===== config.mk =====
export PLATFORM = sky130hd
export DESIGN_NAME = dap_cmd
export DESIGN_NICKNAME = d
export VERILOG_FILES = /design/src/design/dap_cmd.v
export VERILOG_INCLUDE_DIRS = /design/src /design/src/design
export SDC_FILE = /design/constraint.sdc
export NUM_CORES = 1
export LEC_CHECK = 0
export BUFFER_PORTS_ARGS = -buffer_cell sky130_fd_sc_hd__buf_4
export CORE_MARGIN = 2
export CORE_UTILIZATION = 62
export CTS_CLUSTER_DIAMETER = 40
export DETAILED_ROUTE_END_ITERATION = 8
export PLACE_DENSITY = 0.85
export SETUP_SLACK_MARGIN = 0.1
export SYNTH_ARGS = -nofsm -noshare
export SYNTH_HDL_FRONTEND = slang
export SYNTH_SLANG_ARGS = --single-unit

===== constraint.sdc =====
create_clock -name sys_clk -period 6.3 [get_ports sys_clk]
set_input_delay 0.945 -clock sys_clk [delete_from_list [all_inputs] [get_ports sys_clk]]
set_output_delay 0.945 -clock sys_clk [all_outputs]
set_load 0.01 [all_outputs]

===== src/design/dap_defs.vh =====
`ifndef DAP_DEFS_VH
`define DAP_DEFS_VH

// ----------------------------------------
// Procedure identifiers
// ----------------------------------------
`define DAP_ID_CONVERT 8'h16
`define DAP_ID_COND_FILL 8'h2A
`define DAP_ID_LINK_OFF 8'h2C
`define DAP_ID_LINK_ON 8'h2D
`define DAP_ID_AIN_COPY 8'h2E
`define DAP_ID_QRESET 8'h3C
`define DAP_ID_IQ_COMP 8'h3F

// ----------------------------------------
// Conversion and FIFO prefill
// ----------------------------------------
`define DAP_CONV_LEN 8'h72
`define DAP_FILL_IN 8'h01
`define DAP_FILL_OUT 8'h94
`define DAP_FILL_VAL 16'hFFFD

// ----------------------------------------
// Offset measurement
// ----------------------------------------
`define DAP_MEAS_LOG2 6
`define DAP_MEAS_LAST 8'h3F

// ----------------------------------------
// Timing
// ----------------------------------------
`define DAP_CLK_NS 100
`define DAP_STEP_NS 100000
// 100 us step at the 100 ns clock, sized for the 16-bit step timer
`define DAP_STEP_CYC 16'h03E8

// ----------------------------------------
// Error message codes (value arbitrary)
// ----------------------------------------
`define DAP_ERR_AIN_TIMEOUT 8'h01

`endif


===== src/design/dap_cmd.v =====
// Operation
// RQ1 - Convert 114 soft decisions from source buffer into 114 hard bits in destination.
// RQ2 - Queued reset acts only when dequeued, never on arrival.
// RQ3 - Queued reset kind has the same meaning as the immediate reset kind.
// RQ4 - Conditional command skips following procedures unless audio input fill reaches threshold.
// RQ5 - Link-off command masks voice serial link interrupts.
// RQ6 - Voice link traffic is possible only after link-on command executed.
// RQ7 - After any reset voice link interrupts stay disabled until link-on.
// RQ8 - Link-on prefills audio input with 1 and output with 148 words 0xFFFD.
// RQ9 - Controller issues link-on before the audio frame lock procedure.
// RQ10 - Offset command measures I/Q offsets and loads them for baseband reads.
// RQ11 - Audio input copy moves requested word count into selected memory buffer.
// RQ12 - Audio input copy waits for enough words, limit in 100 us steps.
// RQ13 - Audio input copy timeout sends an unsolicited error message.
// RQ14 - Baseband reads subtract loaded I and Q offsets from each sample.
// RQ15 - Messages are taken one at a time, in order, each finished first.
`timescale 1ns/1ps
`include "dap_defs.vh"

module dap_cmd (
  // Clock and reset
  input wire sys_clk,
  input wire srst,
  // Procedure message queue
  input wire msg_valid,
  input wire [7:0] msg_id,
  input wire [15:0] msg_p0,
  input wire [15:0] msg_p1,
  input wire [15:0] msg_p2,
  output reg msg_ready_q,
  // Unsolicited error message
  output reg err_valid_q,
  output reg [7:0] err_code_q,
  // Queued reset request
  output reg reset_req_q,
  output reg [7:0] reset_kind_q,
  // Voice serial link
  output reg vlink_irq_en_q,
  // Data memory, read data one cycle after the read strobe
  output reg [15:0] mem_addr_q,
  output reg mem_rd_q,
  output reg mem_wr_q,
  output reg [15:0] mem_wdata_q,
  input wire [15:0] mem_rdata,
  // Audio FIFOs
  input wire [8:0] ain_count,
  input wire [15:0] ain_data,
  output reg ain_pop_q,
  output reg afifo_flush_q,
  output reg ain_push_q,
  output reg aout_push_q,
  output reg [15:0] afifo_wdata_q,
  // Baseband samples
  input wire iq_valid,
  input wire [15:0] i_in,
  input wire [15:0] q_in,
  output reg iq_out_valid_q,
  output reg [15:0] i_out_q,
  output reg [15:0] q_out_q,
  output reg [15:0] i_offset_q,
  output reg [15:0] q_offset_q
);

  // ----------------------------------------
  // States
  // ----------------------------------------
  localparam [4:0] S_IDLE = 5'h01;
  localparam [4:0] S_CONV = 5'h02;
  localparam [4:0] S_FILL = 5'h04;
  localparam [4:0] S_MEAS = 5'h08;
  localparam [4:0] S_COPY = 5'h10;
  localparam [15:0] STEP_CYC = `DAP_STEP_CYC;

  // ----------------------------------------
  // Helpers
  // ----------------------------------------
  // Buffer selector to base address, 256 words per buffer
  function [15:0] buf_base;
    input [15:0] sel;
    begin
      buf_base = {sel[7:0], 8'h00};
    end
  endfunction

  function [21:0] sext22;
    input [15:0] v;
    begin
      sext22 = {{6{v[15]}}, v};
    end
  endfunction

  reg [4:0] state_q;
  reg [1:0] phase_q;
  reg [7:0] idx_q;
  reg [15:0] src_q;
  reg [15:0] dst_q;
  reg [15:0] words_q;
  reg [15:0] limit_q;
  reg [15:0] tick_q;
  reg [15:0] steps_q;
  reg started_q;
  reg [15:0] skip_q;
  reg [21:0] acc_i_q;
  reg [21:0] acc_q_q;

  wire take = msg_valid & msg_ready_q;
  wire [15:0] ain_cnt16 = {7'h00, ain_count};
  wire [21:0] sum_i = acc_i_q + sext22(i_in);
  wire [21:0] sum_q = acc_q_q + sext22(q_in);

  // ----------------------------------------
  // Offset-compensated baseband samples
  // ----------------------------------------
  always @(posedge sys_clk) begin
    if (srst) begin
      iq_out_valid_q <= 1'b0;
      i_out_q <= 16'h0000;
      q_out_q <= 16'h0000;
    end else begin
      iq_out_valid_q <= iq_valid;
      i_out_q <= i_in - i_offset_q; // RQ14
      q_out_q <= q_in - q_offset_q; // RQ14
    end
  end

  // ----------------------------------------
  // Procedure sequencer
  // ----------------------------------------
  always @(posedge sys_clk) begin
    if (srst) begin
      state_q <= S_IDLE;
      msg_ready_q <= 1'b1;
      err_valid_q <= 1'b0;
      err_code_q <= 8'h00;
      reset_req_q <= 1'b0;
      reset_kind_q <= 8'h00;
      vlink_irq_en_q <= 1'b0; // RQ7
      mem_addr_q <= 16'h0000;
      mem_rd_q <= 1'b0;
      mem_wr_q <= 1'b0;
      mem_wdata_q <= 16'h0000;
      ain_pop_q <= 1'b0;
      afifo_flush_q <= 1'b0;
      ain_push_q <= 1'b0;
      aout_push_q <= 1'b0;
      afifo_wdata_q <= 16'h0000;
      i_offset_q <= 16'h0000;
      q_offset_q <= 16'h0000;
      phase_q <= 2'h0;
      idx_q <= 8'h00;
      src_q <= 16'h0000;
      dst_q <= 16'h0000;
      words_q <= 16'h0000;
      limit_q <= 16'h0000;
      tick_q <= 16'h0000;
      steps_q <= 16'h0000;
      started_q <= 1'b0;
      skip_q <= 16'h0000;
      acc_i_q <= 22'h000000;
      acc_q_q <= 22'h000000;
    end else begin
      err_valid_q <= 1'b0;
      reset_req_q <= 1'b0;
      mem_rd_q <= 1'b0;
      mem_wr_q <= 1'b0;
      ain_pop_q <= 1'b0;
      afifo_flush_q <= 1'b0;
      ain_push_q <= 1'b0;
      aout_push_q <= 1'b0;
      case (state_q)
        S_IDLE: begin
          phase_q <= 2'h0;
          idx_q <= 8'h00;
          tick_q <= 16'h0000;
          steps_q <= 16'h0000;
          started_q <= 1'b0;
          acc_i_q <= 22'h000000;
          acc_q_q <= 22'h000000;
          if (take && skip_q != 16'h0000) begin
            skip_q <= skip_q - 16'h0001; // RQ4
          end else if (take) begin
            case (msg_id) // RQ15
              `DAP_ID_CONVERT: begin
                src_q <= buf_base(msg_p0); // RQ1
                dst_q <= buf_base(msg_p1);
                msg_ready_q <= 1'b0;
                state_q <= S_CONV;
              end
              `DAP_ID_QRESET: begin
                // Acts here, in queue order, with the kind passed through unchanged
                reset_req_q <= 1'b1; // RQ2
                reset_kind_q <= msg_p0[7:0]; // RQ3
                vlink_irq_en_q <= 1'b0; // RQ7
              end
              `DAP_ID_COND_FILL: begin
                if (ain_cnt16 < msg_p0) begin
                  skip_q <= msg_p1; // RQ4
                end
              end
              `DAP_ID_LINK_OFF: begin
                vlink_irq_en_q <= 1'b0; // RQ5
              end
              `DAP_ID_LINK_ON: begin
                vlink_irq_en_q <= 1'b1; // RQ6
                msg_ready_q <= 1'b0;
                state_q <= S_FILL;
              end
              `DAP_ID_IQ_COMP: begin
                msg_ready_q <= 1'b0;
                state_q <= S_MEAS;
              end
              `DAP_ID_AIN_COPY: begin
                dst_q <= buf_base(msg_p0); // RQ11
                words_q <= msg_p1;
                limit_q <= msg_p2;
                msg_ready_q <= 1'b0;
                state_q <= S_COPY;
              end
              default: begin
                // Other procedures belong to other handlers
              end
            endcase
          end
        end
        S_CONV: begin
          // Read, wait one cycle for data, then write the sign as the hard bit
          case (phase_q)
            2'h0: begin
              mem_rd_q <= 1'b1;
              mem_addr_q <= src_q + {8'h00, idx_q};
              phase_q <= 2'h1;
            end
            2'h1: begin
              phase_q <= 2'h2;
            end
            default: begin
              mem_wr_q <= 1'b1; // RQ1
              mem_addr_q <= dst_q + {8'h00, idx_q};
              mem_wdata_q <= {15'h0000, mem_rdata[15]};
              phase_q <= 2'h0;
              idx_q <= idx_q + 8'h01;
              if (idx_q == `DAP_CONV_LEN - 8'h01) begin
                msg_ready_q <= 1'b1;
                state_q <= S_IDLE;
              end
            end
          endcase
        end
        S_FILL: begin
          afifo_wdata_q <= `DAP_FILL_VAL; // RQ8
          idx_q <= idx_q + 8'h01;
          if (idx_q == 8'h00) begin
            afifo_flush_q <= 1'b1;
          end else begin
            aout_push_q <= 1'b1; // RQ8
            ain_push_q <= (idx_q <= `DAP_FILL_IN); // RQ8
          end
          if (idx_q == `DAP_FILL_OUT) begin
            msg_ready_q <= 1'b1;
            state_q <= S_IDLE;
          end
        end
        S_MEAS: begin
          if (iq_valid) begin
            acc_i_q <= sum_i;
            acc_q_q <= sum_q;
            idx_q <= idx_q + 8'h01;
            if (idx_q == `DAP_MEAS_LAST) begin
              // Mean over the window becomes the subtracted offset
              i_offset_q <= sum_i[`DAP_MEAS_LOG2 + 15:`DAP_MEAS_LOG2]; // RQ10
              q_offset_q <= sum_q[`DAP_MEAS_LOG2 + 15:`DAP_MEAS_LOG2]; // RQ10
              msg_ready_q <= 1'b1;
              state_q <= S_IDLE;
            end
          end
        end
        S_COPY: begin
          if (!started_q) begin
            if (ain_cnt16 >= words_q) begin
              started_q <= 1'b1; // RQ12
            end else if (tick_q == STEP_CYC - 16'h0001) begin
              tick_q <= 16'h0000;
              steps_q <= steps_q + 16'h0001;
              if (steps_q + 16'h0001 >= limit_q) begin
                err_valid_q <= 1'b1; // RQ13
                err_code_q <= `DAP_ERR_AIN_TIMEOUT;
                msg_ready_q <= 1'b1;
                state_q <= S_IDLE;
              end
            end else begin
              tick_q <= tick_q + 16'h0001; // RQ12
            end
          end else if (words_q == 16'h0000) begin
            msg_ready_q <= 1'b1;
            state_q <= S_IDLE;
          end else if (phase_q == 2'h0) begin
            // Head word is visible; pop it and give the FIFO a cycle to advance
            ain_pop_q <= 1'b1; // RQ11
            mem_wr_q <= 1'b1;
            mem_addr_q <= dst_q;
            mem_wdata_q <= ain_data;
            dst_q <= dst_q + 16'h0001;
            words_q <= words_q - 16'h0001;
            phase_q <= 2'h1;
          end else begin
            phase_q <= 2'h0;
          end
        end
        default: begin
          msg_ready_q <= 1'b1;
          state_q <= S_IDLE;
        end
      endcase
    end
  end

endmodule // dap_cmd


# Yosys cells after proc, flatten, opt, wreduce, memory -nomap -nowiden
# Cells that the tools add are included.
# word_totals
register_bits	281
in_bits	133
output_inout_bits	139
elab_cells	228
# op_classes
n_addsub	12
order_cmp	4
eq_ne	39
mux	89
n_bitwise	10
n_reduce_logical	41
# ops
operator	n
2-to-1 mux 16 bit	28
one-hot mux 16 bit (2 select lines)	8
one-hot mux 22 bit (2 select lines)	2
2-to-1 mux 5 bit	12
equality test 8 x 6 -> 1 bit (second input constant)	7
adder 16 x 1 -> 16 bit (second input constant)	3
adder 22 bit	2
2-to-1 mux 22 bit	2
adder 16 x 8 -> 16 bit	2
one-hot mux 8 bit (4 select lines)	1
subtractor 16 x 1 -> 16 bit (second input constant)	2
subtractor 16 bit	2
!= test 2 bit (second input constant)	15
one-hot mux 5 bit (5 select lines)	1
2-to-1 mux 1 bit	24
AND reduction 12 bit	2
AND reduction 4 bit	6
one-hot mux 5 bit (4 select lines)	1
equality test 16 x 10 -> 1 bit (second input constant)	1
>= comparator 16 bit	1
>= comparator 9 x 16 -> 1 bit	1
zero test 16 bit	1
< comparator 9 x 16 -> 1 bit	1
2-to-1 mux 8 bit	2
other kinds (37)	68

# Depth between registers and ports, before layout
# logic_depth
word_depth	7
depth_mapped	15

# Worst setup path after synthesis
# OpenSTA, ideal clock, no wires.
# synth_path
kind	reg2reg
from	register steps_q[2]
to	register state_q[4]
setup_time_ns	0.123
t_arrival_ns	3.506
path_slack_ns	2.671
stages_incl_launch_ff	16
path_cell_list	dfxtp_1 > and3_1 > and3_1 > nand3_1 > nor2_1 > nand3_1 > o21a_1 > or2_2 > ha_1 > nand4_1 > a2111oi_0 > a221o_1 > a31oi_1 > nor3_2 > nand2_1 > mux2_1
# synth_via
elab_chain_len	4
# synth_lines
element	line_no	text
start, declared	dap_cmd.v:100	reg [15:0] steps_q;
start signal, assigned	dap_cmd.v:283	steps_q <= steps_q + 16'h0001;
adder 16 x 1 -> 16 bit	dap_cmd.v:284	if (steps_q + 16'h0001 >= limit_q) begin
>= comparator 16 bit	dap_cmd.v:284	
!= test 3 bit (no source line)	--	
AND reduction 12 bit (no source line)	--	
end signal, assigned	dap_cmd.v:288	state_q <= S_IDLE;
end signal, assigned	dap_cmd.v:295	state_q <= S_IDLE;
end signal, assigned	dap_cmd.v:311	state_q <= S_IDLE;
end, declared	dap_cmd.v:92	reg [4:0] state_q;
# No other way between the ends.
# A chain may end at the register's enable or synchronous reset.

# Final worst setup path
# Ends and elaborated chain as after synthesis.

==> impl_metrics.toml <==
[global_route]
grtUsageTotal_pct = 31.52
grt_pass1_wl_mm = 74.38
grt_max_degree = 140
antenna_found_initial = 1
overflow = 0
grt_pass1_vias = 15470

[logic_synthesis]
synth_ff_type = "dfxtp_1"
async_flop_share_pct = 0
synth_edf_count = 0
ys_ff_latch = 281
synth_area_um2 = 16410
seq_area_frac_synth_pct = 34.28
synth_area_per_cell_um2 = 7.849
netlist_instances = 2091
synth_cell_type_count = 82
synth_warnings = 0

[floorplanning]
num_io_pins = 272
dieHeight_um = 166.7
rows = 59
die_w_um = 166.7
initial_utilization_pct = 62.98
die-area_um2 = 27790
core_area_um2 = 26060

[finish]
syn2layout_area_growth_pct = 20.13
diodes = 0
drive_above_1_share_pct = 15.67
multi_input_area_um2 = 9891
final_nets = 2546
final-seq-area_um2 = 5625
n_fill_cell = 1886

[clocking]
cts_tree = "built"
h-tree-depth = 2
cts.clk_slew.worst_paths_ns = 0.06
clock_sinks = 281
cts_buffers = 43
cts-root-buf = "clkbuf_16"
clockBufferDepth = 3
hold_buffers = 0
cts_resized = 0
cts_setup_buffers = 0
clk_latency_ns = 0.53

[route]
drtIter0Drc = 1346
routed_via_density = 6.078
ant_nets = 0
drc = 0
finalWirelength_mm = 45.82
num_vias = 16110
first_pass_iters = 7
avgRoutedWirePerCell_um = 17.28

[sta]
max-slew-margin-rel_pct = 22.09
rsz0062_at_grt = "false"
hold_violations = 0
fmax_mhz = 231.9
worst_pin_slew_ns = 1.162
finClkSkew_ns = 0.01939
setup_viol_count_final = 0
finalCritPeriodShare_pct = 68.45
tns_ns = 0
finalMaxSlewViolations = 0
min_period_ns = 4.313
fin_ws_ns = 1.988

[setup_path]
reg2reg_from = "steps_q[2]$_SDFFE_PP0P_"
end_kind = "flip-flop"
arrival_ns = 4.73
crit_fanout = 5
path_class = "flip-flop to flip-flop"
slowest_delay_ns = 0.41
crit_slowest_cell = "dfxtp_1"
reg2reg_slack_ns = 1.99
crit_path_cell_trace = "and3_1, and3_1, nand3_1, nor2_1, nand3_1, o21a_1, or2_2, ha_1, nand4_1, a2111oi_0, a221o_1, a31oi_1, nor3_2, nand2_1, mux2_1"
worstPathRequired_ns = 6.72
r2r_cells = 15
startpoint = "steps_q[2]$_SDFFE_PP0P_"
start_kind = "flip-flop"

[power_and_ir_drop]
p_per_area_nw_per_um2 = 238.6
ir_worst_vdd_mv = 0.2343
cellLeakagePower_uw = 0.008107

[worst_hold_path]
hold_class = "flip-flop to flip-flop"
hp-start = "mem_wdata_q[6]$_SDFFE_PP0P_"
hold_path_depth = 2

[placed_design]
dp_slack_ns = 2.062
io_buffers = 248
gp_congestion = 0.9298
post-dp-hpwl_mm = 32.24

[run]
maxCapViolCount = 0

[outcome]
status = "finished, final reports clean"
==> cells by family after synthesis <==
logic type | synth area share, %
multiplexers | 1.288
buffers and inverters | 5.733
other | 0.02285
AO/OA/AOI/OAI | 21.60
adder cells (fa/ha/maj) | 9.911
AND/OR/NAND/NOR | 22.15
flip-flops | 34.28
XOR/XNOR | 5.016
==> final cells by class <==
cell class                      instances  share of cell area (%)
Clock buffer                           48                   5.705
Clock inverter                         27                   1.568
Inverter                               98                   1.866
Multi-Input combinational cell       1601                   50.17
Sequential cell                       281                   28.53
Tap cell                              335                   2.126
Timing Repair Buffer                  261                   10.03
==> per-stage QoR <==
stage | total power (uW) | utilization (%) | cell area [um^2] | hold WS [ns] | std cells
floorplan | 2174 | - | 16440 | 0.4291 | 2098
global placement | 2325 | 70.15 | 18280 | 0.4375 | 2576
detailed placement | 2344 | 70.15 | 18280 | 0.4420 | 2576
CTS | 4712 | 75.66 | 19720 | 0.4511 | 2651
global route | 4847 | 75.66 | 19720 | 0.4729 | 2651
finish | 4705 | 75.66 | 19720 | 0.4485 | 2651
==> cell usage in the layout, fill, tap and decap left out, types with 53 or more instances in the layout <==
| master | Yosys | routed |
|---|---|---|
| nor2_1 | 224 | 223 |
| dfxtp_1 | 281 | 281 |
| buf_4 | 24 | 259 |
| inv_1 | 98 | 98 |
| ha_1 | 122 | 122 |
| nor3_1 | 55 | 53 |
| nand3_1 | 81 | 81 |
| a21oi_1 | 211 | 211 |
| nand2_1 | 257 | 257 |
| xnor2_1 | 61 | 61 |
| o21ai_0 | 106 | 106 |
==> registers in the layout, indices dropped and copies added (netlist names), 2 cells and up <==
name	flops
mem_addr_q	16
dst_q	16
phase_q	2
skip_q	16
acc_i_q	22
i_offset_q	16
steps_q	16
i_out_q	16
state_q	5
acc_q_q	22
q_out_q	16
mem_wdata_q	16
idx_q	8
reset_kind_q	8
tick_q	16
src_q	8
words_q	16
q_offset_q	16
limit_q	16
==> final timing paths <==
path	to
min	mem_wdata_q[6]$_SDFFE_PP0P_
max reg2reg	state_q[4]$_SDFFE_PP0P_
max	state_q[4]$_SDFFE_PP0P_
min reg2reg	mem_wdata_q[6]$_SDFFE_PP0P_
==> layer usage <==
layer / wire length (um) / up-vias / GRT usage [%] / part of all wire (%)
li1: - / 7799 / - / -
met1: 18490 / 7543 / 38.58 / 40
met2: 22780 / 673 / 56.09 / 50
met3: 3202 / 95 / 5.062 / 7.0
met4: 1329 / 2 / 11.17 / 2.9
met5: 13 / - / 0 / 0.028
==> worst max-delay path: cells and delay by family, from the launching register on <==
kind / cells / cell delay, ns
AND/OR/NAND/NOR: 9 / 2.11
multiplexers: 1 / 0.35
adder cells (fa/ha/maj): 1 / 0.30
flip-flops: 1 / 0.41
AO/OA/AOI/OAI: 4 / 1.04
==> power by group <==
group | total [uW] | internal [uW] | switching, uW
logic | 481 | 200 | 281
registers | 1840 | 1820 | 24.5
clock network | 2380 | 1500 | 884
==> Yosys cell counts (all sizes together), types with 4 or more instances <==
cell	n	area share (%)
mux2i	20	1.2
inv	98	2.2
a221oi	9	0.52
a21o	38	1.7
and2	4	0.15
nand2b	14	0.53
o21bai	9	0.41
xor2	33	1.8
o41ai	7	0.37
o21a	12	0.55
a22oi	16	0.73
or2	8	0.30
or3	19	0.82
xnor2	61	3.3
nand3	82	2.5
clkbuf	76	1.7
o31ai	12	0.58
nand2	257	5.9
o22ai	6	0.23
nor4	17	0.65
a21boi	13	0.59
dfxtp	281	34
a22o	16	0.85
buf	41	1.7
nand3b	8	0.37
a41oi	4	0.21
fa	5	0.61
nand4	17	0.65
o211ai	13	0.59
a2111oi	6	0.32
and3	25	0.95
nor3b	10	0.59
a311oi	6	0.32
nor2b	23	0.88
or4	5	0.23
a211oi	34	1.6
nor3	56	1.7
o21ai	114	3.5
nor2	225	5.2
ha	122	9.3
a21oi	213	6.6
a31oi	23	0.91
(Power assumes the default switching activity.)
